===== src/rtl/srfm_pkg.sv =====
package srfm_pkg;

  // ==========================================================
  // timing
  localparam int CORE_MHZ      = 20;
  localparam int LFO_KHZ       = 262;
  localparam int DGL_US        = 25;
  localparam int DGL_TICKS     = (DGL_US * LFO_KHZ + 999) / 1000;
  localparam int DG_CNT_W      = 4;
  localparam int BLANK_MS      = 2;
  localparam int BLANK_TICKS   = BLANK_MS * LFO_KHZ;
  // oscillator window in 0.1 kHz units: 196.5 and 327.5 kHz
  localparam int LFO_MIN_DKHZ  = 1965;
  localparam int LFO_MAX_DKHZ  = 3275;
  localparam int LFO_LONG_CYC  = (CORE_MHZ * 10000 + LFO_MIN_DKHZ - 1) / LFO_MIN_DKHZ;
  localparam int LFO_SHORT_CYC = (CORE_MHZ * 10000) / LFO_MAX_DKHZ;
  localparam int CRC_COM_US    = 2;
  localparam int CRC_COM_CYC   = CRC_COM_US * CORE_MHZ;
  localparam int NVM_CRC_MS    = 2;
  localparam int NVM_CRC_CYC   = NVM_CRC_MS * 1000 * CORE_MHZ;
  localparam int VBIST_US      = 4500;
  localparam int TBIST_US      = 2400;
  localparam int BIST_SLOTS    = 6;
  localparam int VSLOT_TICKS   = VBIST_US * LFO_KHZ / 1000 / BIST_SLOTS;
  localparam int TSLOT_TICKS   = TBIST_US * LFO_KHZ / 1000 / BIST_SLOTS;

  // ==========================================================
  // comparator bank positions
  localparam int DG_DIGITAL_LDO_RAIL_POR  = 0;
  localparam int DG_BIAS_OV   = 1;
  localparam int DG_BIAS_UV   = 2;
  localparam int DG_VBIST     = 3;
  localparam int DG_TBIST     = 4;
  localparam int DG_AREF_UV   = 5;
  localparam int DG_AON_OV    = 6;
  localparam int DG_AON_UV    = 7;
  localparam int DG_AON_SW    = 8;
  localparam int DG_BALANCE_PIN_COMPARE      = 9;
  localparam int DG_CELL_INPUT_LOW_COMPARE     = 10;
  localparam int DG_TSHUT     = 11;
  localparam int DG_DGND      = 12;
  localparam int DG_XGND      = 13;
  localparam int DG_AOSC      = 14;
  localparam int DG_BOSC      = 15;
  localparam int DG_MOSC      = 16;
  localparam int DG_AOV       = 17;
  localparam int DG_XOV       = 18;
  localparam int DG_DOV       = 19;
  localparam int DG_ANALOG_LDO_RAIL_UV   = 20;
  localparam int DG_DIGITAL_LDO_RAIL_DRST = 21;
  localparam int DG_TRANSCEIVER_SUPPLY_IN_UV   = 22;
  localparam int DG_NUM       = 23;

  // ==========================================================
  // registers
  localparam logic [7:0] REG_RAIL  = 8'h00;
  localparam logic [7:0] REG_SYSA  = 8'h04;
  localparam logic [7:0] REG_SYSB  = 8'h08;
  localparam logic [7:0] REG_SYSC  = 8'h0C;
  localparam logic [7:0] REG_CTRLB = 8'h10;
  localparam logic [7:0] REG_STAT  = 8'h14;
  localparam logic [7:0] FLAG_RST  = 8'h00;
  localparam logic [7:0] CTRLB_RST = 8'h00;
  localparam logic [7:0] CTRLB_MSK = 8'h03;
  localparam int RF_AOV = 0;
  localparam int RF_XOV = 1;
  localparam int RF_DOV = 2;
  localparam int RF_AUV = 3;
  localparam int RF_BOV = 4;
  localparam int RF_BUV = 5;
  localparam int RF_CUV = 6;
  localparam int SA_AON_OV = 0;
  localparam int SA_AREF   = 1;
  localparam int SA_TSHUT  = 2;
  localparam int SA_AON_SW = 3;
  localparam int SA_BALANCE_PIN_COMPARE   = 4;
  localparam int SA_CELL_INPUT_LOW_COMPARE  = 5;
  localparam int SB_DGND = 0;
  localparam int SB_XGND = 1;
  localparam int SB_AOSC = 2;
  localparam int SB_BOSC = 3;
  localparam int SB_MOSC = 4;
  localparam int SC_LFO   = 0;
  localparam int SC_VBIST = 1;
  localparam int SC_TBIST = 2;
  localparam int CB_BIAS_EN = 0;
  localparam int CB_BIST_EN = 1;
  localparam int ST_VSEL  = 0;
  localparam int ST_TSEL  = 3;
  localparam int ST_READY = 6;

  typedef enum logic [1:0] {
    BS_OFF   = 2'b00,
    BS_BLANK = 2'b01,
    BS_READY = 2'b10
  } srfm_bias_state_type;

endpackage


===== src/rtl/srfm_deglitch.sv =====
`timescale 1ns/100ps
module srfm_deglitch
  import srfm_pkg::*;
#(
  parameter int W = DG_NUM
) (
  // clock and reset
  input  wire logic         i_core_clk,
  input  wire logic         i_rst,
  // oscillator tick and comparators
  input  wire logic         i_tick,
  input  wire logic [W-1:0] i_raw,
  input  wire logic [W-1:0] i_en,
  // synchronised and qualified levels
  output logic      [W-1:0] o_sync,
  output logic      [W-1:0] o_qual
);

  logic [W-1:0] s1;
  logic [W-1:0] s2;
  logic [W-1:0] s3;

  // ==========================================================
  // three-stage synchroniser, level moves when stages 2 and 3 agree
  always_ff @(posedge i_core_clk) begin
    if (i_rst) begin
      s1     <= '0;
      s2     <= '0;
      s3     <= '0;
      o_sync <= '0;
    end else begin
      s1     <= i_raw;
      s2     <= s1;
      s3     <= s2;
      o_sync <= (s2 & s3) | (o_sync & (s2 ^ s3));
    end
  end

  // ==========================================================
  // per-bit persistence counters on the oscillator tick
  for (genvar i = 0; i < W; i++) begin : g_bit
    logic [DG_CNT_W-1:0] cnt;
    logic                qual;
    always_ff @(posedge i_core_clk) begin
      if (i_rst || !o_sync[i] || !i_en[i]) begin
        cnt  <= '0;
        qual <= 1'b0;
      end else begin
        if (i_tick && cnt != DG_CNT_W'(DGL_TICKS)) begin
          cnt <= cnt + 1'b1;
        end
        qual <= (cnt == DG_CNT_W'(DGL_TICKS));
      end
    end
    assign o_qual[i] = qual;
  end
endmodule


===== src/rtl/srfm_monitor.sv =====
// Decided for this implementation: the register addresses and strobed register access.
`timescale 1ns/100ps
module srfm_monitor
  import srfm_pkg::*;
#(
  parameter int P_NVM_CRC_CYC = NVM_CRC_CYC
) (
  // clock and power-on reset
  input  wire logic              i_core_clk,
  input  wire logic              i_rst,
  // oscillator and comparator bank
  input  wire logic              i_lfo,
  input  wire logic [DG_NUM-1:0] i_cmp,
  // frame check
  input  wire logic              i_frame_end,
  input  wire logic              i_frame_crc_ok,
  // register port
  input  wire logic [7:0]        i_addr,
  input  wire logic [7:0]        i_wr_data,
  input  wire logic              i_wr,
  input  wire logic              i_rd,
  output logic      [7:0]        o_rd_data,
  // supervision
  output logic                   o_digital_reset,
  output logic                   o_power_down,
  output logic                   o_thermal_shutdown,
  output logic                   o_bias_ref_power,
  output logic                   o_temp_prot_enable,
  output logic      [2:0]        o_volt_bist_sel,
  output logic      [2:0]        o_temp_bist_sel,
  output logic                   o_crc_done,
  output logic                   o_crc_err,
  output logic                   o_nvm_crc_start
);

  localparam int A_CRC_MAX = CRC_COM_CYC;

  function automatic logic [7:0] clr_mask(input logic [7:0] reg_addr);
    return (i_wr && i_addr == reg_addr) ? i_wr_data : 8'h00;
  endfunction

  function automatic logic [7:0] flag_next(input logic [7:0] cur,
                                           input logic [7:0] set,
                                           input logic [7:0] clr);
    return set | (cur & ~clr);
  endfunction

  function automatic logic [2:0] sel_next(input logic [2:0] cur);
    return (cur == 3'(BIST_SLOTS - 1)) ? 3'h0 : cur + 3'h1;
  endfunction

  logic [2:0]          lfo_sync;
  logic                lfo_lvl;
  logic                lfo_prev;
  logic                tick;
  logic [6:0]          lfo_per;
  logic                lfo_armed;
  logic                lfo_bad;
  logic [DG_NUM-1:0]   dg_en;
  logic [DG_NUM-1:0]   dg_sync;
  logic [DG_NUM-1:0]   dg_qual;
  logic                dig_rst;
  logic [7:0]          ctrl_b;
  logic                bist_en;
  srfm_bias_state_type bias_state;
  logic                bias_ready;
  logic [9:0]          blank_cnt;
  logic [7:0]          vslot;
  logic [7:0]          tslot;
  logic [15:0]         nvm_cnt;
  logic [7:0]          rail;
  logic [7:0]          sys_a;
  logic [7:0]          sys_b;
  logic [7:0]          sys_c;
  logic [7:0]          set_rail;
  logic [7:0]          set_sysa;
  logic [7:0]          set_sysb;
  logic [7:0]          set_sysc;
  logic [7:0]          stat;

  // ==========================================================
  // oscillator tick and frequency check
  always_ff @(posedge i_core_clk) begin
    if (i_rst) begin
      lfo_sync <= 3'h0;
      lfo_lvl  <= 1'b0;
      lfo_prev <= 1'b0;
    end else begin
      lfo_sync <= {lfo_sync[1:0], i_lfo};
      if (lfo_sync[1] == lfo_sync[2]) begin
        lfo_lvl <= lfo_sync[2];
      end
      lfo_prev <= lfo_lvl;
    end
  end

  assign tick = lfo_lvl & ~lfo_prev;

  always_ff @(posedge i_core_clk) begin
    if (i_rst) begin
      lfo_per   <= 7'h00;
      lfo_armed <= 1'b0;
      lfo_bad   <= 1'b0;
    end else if (tick) begin
      lfo_per   <= 7'h01;
      lfo_armed <= 1'b1;
      lfo_bad   <= lfo_armed && (lfo_per < 7'(LFO_SHORT_CYC));
    end else begin
      if (lfo_per != 7'h7F) begin
        lfo_per <= lfo_per + 7'h01;
      end
      lfo_bad <= (lfo_per > 7'(LFO_LONG_CYC));
    end
  end

  // ==========================================================
  // comparator qualification
  always_comb begin
    dg_en             = {DG_NUM{1'b1}};
    dg_en[DG_BIAS_OV] = bias_ready;
    dg_en[DG_BIAS_UV] = bias_ready;
    dg_en[DG_VBIST]   = bist_en;
    dg_en[DG_TBIST]   = bist_en & bias_ready;
  end

  srfm_deglitch #(
    .W (DG_NUM)
  ) u_deglitch (
    .i_core_clk (i_core_clk),
    .i_rst      (i_rst),
    .i_tick     (tick),
    .i_raw      (i_cmp),
    .i_en       (dg_en),
    .o_sync     (dg_sync),
    .o_qual     (dg_qual)
  );

  // digital reset spares the fault flags
  assign dig_rst = i_rst | dg_sync[DG_DIGITAL_LDO_RAIL_DRST] | dg_sync[DG_ANALOG_LDO_RAIL_UV];

  always_ff @(posedge i_core_clk) begin
    if (i_rst) begin
      o_digital_reset    <= 1'b1;
      o_power_down       <= 1'b0;
      o_thermal_shutdown <= 1'b0;
    end else begin
      o_digital_reset    <= dig_rst;
      o_power_down       <= dg_qual[DG_DIGITAL_LDO_RAIL_POR] | dg_qual[DG_AON_UV];
      o_thermal_shutdown <= dg_qual[DG_TSHUT];
    end
  end

  // ==========================================================
  // control register and bias reference startup
  always_ff @(posedge i_core_clk) begin
    if (dig_rst) begin
      ctrl_b <= CTRLB_RST;
    end else if (i_wr && i_addr == REG_CTRLB) begin
      ctrl_b <= i_wr_data & CTRLB_MSK;
    end
  end

  assign bist_en          = ctrl_b[CB_BIST_EN];
  assign o_bias_ref_power = ctrl_b[CB_BIAS_EN];
  assign bias_ready       = (bias_state == BS_READY);

  always_ff @(posedge i_core_clk) begin
    if (dig_rst) begin
      bias_state <= BS_OFF;
      blank_cnt  <= 10'h000;
    end else begin
      unique case (bias_state)
        BS_OFF: begin
          blank_cnt <= 10'h000;
          if (ctrl_b[CB_BIAS_EN]) begin
            bias_state <= BS_BLANK;
          end
        end
        BS_BLANK: begin
          if (!ctrl_b[CB_BIAS_EN]) begin
            bias_state <= BS_OFF;
          end else if (blank_cnt == 10'(BLANK_TICKS)) begin
            bias_state <= BS_READY;
          end else if (tick) begin
            blank_cnt <= blank_cnt + 10'h001;
          end
        end
        BS_READY: begin
          if (!ctrl_b[CB_BIAS_EN]) begin
            bias_state <= BS_OFF;
          end
        end
        default: bias_state <= BS_OFF;
      endcase
    end
  end

  always_ff @(posedge i_core_clk) begin
    if (i_rst) begin
      o_temp_prot_enable <= 1'b0;
    end else begin
      o_temp_prot_enable <= bias_ready;
    end
  end

  // ==========================================================
  // self-test round-robin, counted from setting the self-test enable bit
  always_ff @(posedge i_core_clk) begin
    if (dig_rst || !bist_en) begin
      vslot           <= 8'h00;
      o_volt_bist_sel <= 3'h0;
    end else if (tick) begin
      if (vslot == 8'(VSLOT_TICKS - 1)) begin
        vslot           <= 8'h00;
        o_volt_bist_sel <= sel_next(o_volt_bist_sel);
      end else begin
        vslot <= vslot + 8'h01;
      end
    end
  end

  always_ff @(posedge i_core_clk) begin
    if (dig_rst || !bist_en) begin
      tslot           <= 8'h00;
      o_temp_bist_sel <= 3'h0;
    end else if (tick) begin
      if (tslot == 8'(TSLOT_TICKS - 1)) begin
        tslot           <= 8'h00;
        o_temp_bist_sel <= sel_next(o_temp_bist_sel);
      end else begin
        tslot <= tslot + 8'h01;
      end
    end
  end

  // ==========================================================
  // frame and nonvolatile checks
  always_ff @(posedge i_core_clk) begin
    if (dig_rst) begin
      o_crc_done <= 1'b0;
      o_crc_err  <= 1'b0;
    end else begin
      o_crc_done <= i_frame_end;
      o_crc_err  <= i_frame_end & ~i_frame_crc_ok;
    end
  end

  always_ff @(posedge i_core_clk) begin
    if (dig_rst) begin
      nvm_cnt         <= 16'h0000;
      o_nvm_crc_start <= 1'b0;
    end else if (nvm_cnt == 16'(P_NVM_CRC_CYC - 1)) begin
      nvm_cnt         <= 16'h0000;
      o_nvm_crc_start <= 1'b1;
    end else begin
      nvm_cnt         <= nvm_cnt + 16'h0001;
      o_nvm_crc_start <= 1'b0;
    end
  end

  // ==========================================================
  // sticky fault flags
  always_comb begin
    set_rail            = 8'h00;
    set_rail[RF_AOV]    = dg_qual[DG_AOV];
    set_rail[RF_XOV]    = dg_qual[DG_XOV];
    set_rail[RF_DOV]    = dg_qual[DG_DOV];
    set_rail[RF_AUV]    = dg_sync[DG_ANALOG_LDO_RAIL_UV];
    set_rail[RF_BOV]    = dg_qual[DG_BIAS_OV];
    set_rail[RF_BUV]    = dg_qual[DG_BIAS_UV];
    set_rail[RF_CUV]    = dg_sync[DG_TRANSCEIVER_SUPPLY_IN_UV];
    set_sysa            = 8'h00;
    set_sysa[SA_AON_OV] = dg_qual[DG_AON_OV];
    set_sysa[SA_AREF]   = dg_qual[DG_AREF_UV];
    set_sysa[SA_TSHUT]  = dg_qual[DG_TSHUT];
    set_sysa[SA_AON_SW] = dg_qual[DG_AON_SW];
    set_sysa[SA_BALANCE_PIN_COMPARE]   = dg_qual[DG_BALANCE_PIN_COMPARE];
    set_sysa[SA_CELL_INPUT_LOW_COMPARE]  = dg_qual[DG_CELL_INPUT_LOW_COMPARE];
    set_sysb            = 8'h00;
    set_sysb[SB_DGND]   = dg_qual[DG_DGND];
    set_sysb[SB_XGND]   = dg_qual[DG_XGND];
    set_sysb[SB_AOSC]   = dg_qual[DG_AOSC];
    set_sysb[SB_BOSC]   = dg_qual[DG_BOSC];
    set_sysb[SB_MOSC]   = dg_qual[DG_MOSC];
    set_sysc            = 8'h00;
    set_sysc[SC_LFO]    = lfo_bad;
    set_sysc[SC_VBIST]  = dg_qual[DG_VBIST];
    set_sysc[SC_TBIST]  = dg_qual[DG_TBIST];
  end

  // write one to clear; a coincident set wins
  always_ff @(posedge i_core_clk) begin
    if (i_rst) begin
      rail  <= FLAG_RST;
      sys_a <= FLAG_RST;
      sys_b <= FLAG_RST;
      sys_c <= FLAG_RST;
    end else begin
      rail  <= flag_next(rail, set_rail, clr_mask(REG_RAIL));
      sys_a <= flag_next(sys_a, set_sysa, clr_mask(REG_SYSA));
      sys_b <= flag_next(sys_b, set_sysb, clr_mask(REG_SYSB));
      sys_c <= flag_next(sys_c, set_sysc, clr_mask(REG_SYSC));
    end
  end

  // ==========================================================
  // register reads
  always_comb begin
    stat              = 8'h00;
    stat[ST_VSEL+:3]  = o_volt_bist_sel;
    stat[ST_TSEL+:3]  = o_temp_bist_sel;
    stat[ST_READY]    = bias_ready;
  end

  always_ff @(posedge i_core_clk) begin
    if (i_rst || !i_rd) begin
      o_rd_data <= 8'h00;
    end else begin
      case (i_addr)
        REG_RAIL:  o_rd_data <= rail;
        REG_SYSA:  o_rd_data <= sys_a;
        REG_SYSB:  o_rd_data <= sys_b;
        REG_SYSC:  o_rd_data <= sys_c;
        REG_CTRLB: o_rd_data <= ctrl_b;
        REG_STAT:  o_rd_data <= stat;
        default:   o_rd_data <= 8'h00;
      endcase
    end
  end
endmodule


===== config.mk =====
export PLATFORM = sky130hd
export DESIGN_NAME = srfm_monitor
export DESIGN_NICKNAME = d
export VERILOG_FILES = /design/src/rtl/srfm_pkg.sv /design/src/rtl/srfm_deglitch.sv /design/src/rtl/srfm_monitor.sv
export SDC_FILE = /design/constraint.sdc
export NUM_CORES = 1
export LEC_CHECK = 0
export BUFFER_PORTS_ARGS = -buffer_cell sky130_fd_sc_hd__buf_2
export CORE_ASPECT_RATIO = 1.75
export CORE_MARGIN = 5
export CORE_UTILIZATION = 60
export DETAILED_ROUTE_END_ITERATION = 10
export HOLD_SLACK_MARGIN = 0.1
export PLACE_DENSITY = 0.79
export REMOVE_ABC_BUFFERS = 1
export SLEW_MARGIN = 20
export SYNTH_ARGS = -nofsm -noshare
export SYNTH_HDL_FRONTEND = slang
export SYNTH_SLANG_ARGS = --single-unit
export TNS_END_PERCENT = 100

===== constraint.sdc =====
create_clock -name i_core_clk -period 1.93 [get_ports i_core_clk]
set_input_delay 0.386 -clock i_core_clk [delete_from_list [all_inputs] [get_ports i_core_clk]]
set_output_delay 0.386 -clock i_core_clk [all_outputs]
set_load 0.03 [all_outputs]

* Word-level counts from Yosys, hierarchy flattened
Cells that the tools add are included.
** Storage, ports and cells
- Bits in registers :: 305
- Bits of input ports :: 46
- Output and inout port bits :: 22
** Operators by class
- Add/subtract/negate cells :: 27
- $lt $le $gt $ge :: 2
- Equality and inequality tests :: 61
- Mux-type cells :: 22
- Bitwise operators :: 24
- Reduce and logical (&&, ||, !) cells :: 86
** Operators by type and width (number)
- adder 4 x 1 -> 4 bit (second input constant) :: 20
- equality test 4 x 3 -> 1 bit (second input constant) :: 20
- inequality test 4 x 3 -> 1 bit (second input constant) :: 20
- two-way mux 8 bit :: 6
- one-hot mux 8 bit (6 select lines) :: 1
- bitwise AND 23 bit :: 2
- bitwise AND 8 bit :: 4
- inverter 8 bit :: 4
- two-way mux 10 bit :: 3
- logical AND 1 bit :: 26
- logical OR 1 bit :: 26
- logical NOT 1 bit :: 24
- OR 23 bit :: 1
- XOR 23 bit :: 1
- one-hot mux 10 bit (2 select lines) :: 1
- adder 16 x 1 -> 16 bit (second input constant) :: 1
- adder 8 x 1 -> 8 bit (second input constant) :: 2
- equality test 16 bit (second input constant) :: 1
- equality test 8 x 4 -> 1 bit (second input constant) :: 2
- equality test 8 x 5 -> 1 bit (second input constant) :: 2
- adder 10 x 1 -> 10 bit (second input constant) :: 1
- equality test 10 bit (second input constant) :: 1
- equality test 8 x 3 -> 1 bit (second input constant) :: 1
- equality test 8 x 7 -> 1 bit (second input constant) :: 1
- 31 further kinds :: 51

* Longest topological paths before layout
- Depth in word-level cells :: 6
- Mapped depth :: 7

* Hierarchy
A second synthesis with hierarchy kept.
** Unflattened totals
- Cell total of the unflattened synthesis :: 1371
- Area, all modules :: 12902.4 µm²
** By module, submodules not included
- srfm_deglitch :: instances 1, cells each 812, area an instance 7948.9 µm², sequential area each 4144.0 µm²
- srfm_monitor :: instances 1, cells each 559, area an instance 4953.5 µm², sequential area each 2262.2 µm²

* Worst setup path before layout
No wires, ideal clock.
- Path type :: input -> register
- Start :: in i_addr[2]
- End :: reg rail[0]
- Arrival time :: 1.567 ns
- Data required time :: 1.792 ns
- Setup slack :: 0.224 ns
- Cell stages on the path :: 5
- Path through :: buf_6 nor4b_1 nand2_1 nor2_1 a311oi_1
** On the way
- Cells in the longest elaborated chain, start to end :: 6
** Ends and longest elaborated chain
- start: declaration :: RTL line srfm_monitor.sv:18 : input wire logic [7:0] i_addr,
- logical NOT 8 bit :: RTL line srfm_monitor.sv:39 : return (i_wr && i_addr == reg_addr) ? i_wr_data : 8'h00;
- logical AND 1 bit :: RTL line srfm_monitor.sv:39
- two-way mux 8 bit :: RTL line srfm_monitor.sv:39
- inverter 8 bit :: RTL line srfm_monitor.sv:45 : return set | (cur & ~clr);
- bitwise AND 8 bit :: RTL line srfm_monitor.sv:45
- OR 7 x 8 -> 8 bit :: RTL line srfm_monitor.sv:45
- end signal: assignment :: RTL line srfm_monitor.sv:299 : rail <= flag_next(rail, set_rail, clr_mask(REG_RAIL));
- end: declaration :: RTL line srfm_monitor.sv:71 : logic [7:0] rail;
No other way between the ends.
A chain may end at the register's enable or synchronous reset.

* Final worst setup path
- Start :: reg lfo_lvl
- End :: reg u_deglitch.g_bit[7].cnt[3]
** On the way
- Cells in the longest elaborated chain, start to end :: 2
** Ends and longest elaborated chain
- start: declaration :: RTL line srfm_monitor.sv:53 : logic lfo_lvl;
- start signal: assignment :: RTL line srfm_monitor.sv:91 : lfo_lvl <= lfo_sync[2];
- bitwise AND 1 bit :: RTL line srfm_monitor.sv:97 : assign tick = lfo_lvl & ~lfo_prev;
- logical AND 1 bit :: RTL line srfm_deglitch.sv:49 : if (i_tick && cnt != DG_CNT_W'(DGL_TICKS)) begin
- end signal: assignment :: RTL line srfm_deglitch.sv:50 : cnt <= cnt + 1'b1;
- end: declaration :: RTL line srfm_deglitch.sv:42 : logic [DG_CNT_W-1:0] cnt;
No other way between the ends.

==> results.toml <==
[power_and_ir_drop]
power.ir.vdd_worst_uv = 787
total_leakage_power_nw = 5.33
p_per_area_mw_per_mm2 = 901

[grt]
overflow = 0
grt_pass1_vias = 8943
antenna_found_initial = 2
global_route_wire_length_before_repair_um = 39500
pin_count_of_the_biggest_net_entering_global_routing = 113
grt_usage_pct = 20.5

[yosys]
ys.flop_type = "sky130_fd_sc_hd__dfxtp_1"
synth.yosys.warnings = 0
synth.cell_area_mm2 = 0.0119
ys_seq_area_share_pct = 51.5
synth_edf_count = 0
synth_seq_cells = 305
syn-instance-count = 1227
synthDistinctLibCells = 63
syn_area_per_cell_um2 = 9.67
async_set_or_reset_flop_fraction_in_the_synthesized_netlist_pct = 0

[clock_tree]
clockRootBuffer = "sky130_fd_sc_hd__clkbuf_16"
clock_sinks = 305
ctsHtreeMaxLevel = 1
clock_insertion_delay_worst_skew_ps = 530
tritoncts = "built"
path_clk_slew_ps = 70
clk_path_buf_depth = 3
cts_resized = 0
cts_buffers = 27

[drt]
drt_pre_antenna_iters = 5
drc_errors = 0
ant_nets = 0
initialDrtViolationCount = 395
detail_route.wirelength_um = 23300
viasPerCell = 5.58
vias_post_dr = 8941
drt-wirelength-per-cell_um = 14.6

[place]
dp_worst_setup_slack_ps = 120
dp_hpwl_um = 15800
buffer_ports.inserted = 67
dp.cells = 1520
global_placement_routability_congestion = 0.847

[final_layout]
finalCoreUtilization_pct = 70.6
finish.cell_count_without_fillers = 1601
filler_cell_count = 1521
final_nets = 1431
leading_cell_type_in_the_layout_fill_and_taps_excluded = "sky130_fd_sc_hd__dfxtp_1"
drive_gt1_share_pct = 12.5
areaGrowthSynthToFinish_pct = 16.6
layout.cells.most_common_list = "sky130_fd_sc_hd__dfxtp_1 (305), sky130_fd_sc_hd__nor2_1 (170), sky130_fd_sc_hd__a21oi_1 (85), sky130_fd_sc_hd__nor2b_1 (76), sky130_fd_sc_hd__nand2_1 (67)"

[setup_path]
worstRegToRegCells = 6
critical_path.reg2reg.endpoint = "u_deglitch.g_bit[7].cnt[3]"
worst-path-max-fanout = 57
cp-start-kind = "flip-flop"
worst_r2r_startpoint = "lfo_lvl"
worst_path_dominant_cell_family = "flip-flops"
path_buf_inv = 2
worstSetupPathType = "flip-flop to flip-flop"
endpoint_kind = "flip-flop"
critPathSlowestCell = "sky130_fd_sc_hd__dfxtp_1"
setup.reg_to_reg.worst_slack_ps = 150
worstPathRequired_ps = 2340
timing.critical_path.cells = "nor2b_4, buf_12, buf_12, nand3_1, xor2_1, nor2_1"
cp.arrival_ps = 2200
cp_common_cell = "sky130_fd_sc_hd__buf_12"
slowest_delay_ps = 520

[floorplan]
die_area_mm2 = 0.0228
start_util_pct = 60.6
row_count = 68
chipHeight_um = 196
i_o_pin_total = 68
die_w_um = 116
core_mm2 = 0.0196

[sta]
worst_pin_slew_ps = 578
clock.fmax_mhz = 561
min_period_over_period_pct = 92.4
slew_headroom_pct = 61.2
grt_setup_unrepaired = "no"
finalSetupViolations = 0
period_needed_ps = 1780
timing.final.max_slew_violations = 0
finClkSkew_ps = 8.25
setup_ws_ps = 146
final_hold_viol_count = 0

[hold_path]
hold_path_startpoint = "i_wr_data[2]"
whs_path_depth = 2
min_to = "sys_a[2]"
hold_path_class = "input pin to flip-flop"

[outcome]
status = "complete, no violations"

[run]
cap_violations = 0
[synth_stat cells (all sizes together), types with 5 or more instances]
library cell	number	share of area, %
a21oi	85	3.6
a22o	8	0.62
a311oi	16	1.2
and2	7	0.39
and3	29	1.5
and4	19	1.4
buf	9	0.41
clkbuf	36	1.2
dfxtp	305	51
ha	50	5.3
inv	21	0.66
mux2i	10	0.84
mux4	7	1.3
nand2	67	2.1
nand2b	32	1.7
nand3	51	2.2
nand3b	16	1.0
nand4	22	1.2
nor2	170	5.4
nor2b	77	4.1
nor3	37	1.7
nor4	5	0.39
o211ai	7	0.44
o21ai	14	0.59
or3	7	0.41
xnor2	7	0.52
xor2	64	4.7
[timing repair]
item | in CTS | in global routing
setup buffers | 0 | 0
endpoints found under the hold margin | 38 | 0
hold buffers | 31 | 0
[metrics by stage]
step | hold slack (ps) | power [W] | area [µm²] | setup TNS (ps)
2_1_floorplan | 411 | 0.00666 | 11700 | -183020
3_3_place_gp | 416 | 0.00683 | 12600 | 0
3_5_place_dp | 422 | 0.00684 | 12600 | 0
4_1_cts | 120 | 0.0126 | 13800 | 0
5_1_grt | 142 | 0.0129 | 13800 | 0
6_report | 144 | 0.0125 | 13800 | 0
[power breakdown]
| group | total [W] | internal, W | switching [W] |
|---|---|---|---|
| logic | 0.000343 | 0.000171 | 0.000171 |
| registers | 0.00640 | 0.00637 | 0.0000321 |
| clock network | 0.00571 | 0.00344 | 0.00228 |
[worst max path at each step]
stage,from,endpoint,slack [ps],depth (start not counted)
final,lfo_lvl,u_deglitch.g_bit[7].cnt[3],150,6
after floorplan,lfo_lvl,u_deglitch.g_bit[14].cnt[1],-2580,4
after detailed placement,i_addr[7],sys_c[1],120,5
after CTS,lfo_lvl,u_deglitch.g_bit[7].cnt[3],140,6
after global placement,i_addr[7],sys_c[1],130,5
after global routing,nvm_cnt[11],nvm_cnt[14],10,4
[per-layer routing]
layer	vias to the layer above	wire (µm)	track usage (%)
met3	52	913	2.99
met1	4254	9170	22.9
li1	4465	-	-
met2	168	12600	38.6
met4	2	621	6.97
met5	-	20	0
[flip-flops by register name, summed over array words and instances (netlist names), 10 cells and up]
| name | flops |
|---|---|
| u_deglitch.g_bit.qual | 20 |
| u_deglitch.s3 | 23 |
| blank_cnt | 10 |
| nvm_cnt | 16 |
| u_deglitch.s2 | 23 |
| u_deglitch.s1 | 23 |
| u_deglitch.g_bit.cnt | 80 |
| u_deglitch.o_sync | 23 |
[layout make-up]
class | count | area (µm²) | area share, %
clock inverter | 13 | 201 | 1.46
clock buffer | 36 | 759 | 5.49
tap | 245 | 307 | 2.22
sequential | 305 | 6110 | 44.2
antenna | 1 | 2.50 | 0.0181
timing repair buffer | 124 | 881 | 6.37
multi-input combinational | 856 | 5490 | 39.7
inverter | 21 | 78.8 | 0.570
[cell families after synthesis]
logic type | Yosys count | synth area share, %
and+or+nand+nor | 558 | 24.9
adders and majority gates | 50 | 5.27
xor gates and xnor gates | 71 | 5.24
muxes | 21 | 2.55
AOI/OAI and AO/OA | 156 | 8.25
buffers and inverters | 66 | 2.30
DFF | 305 | 51.5
Power figures use the tool's default switching activity.
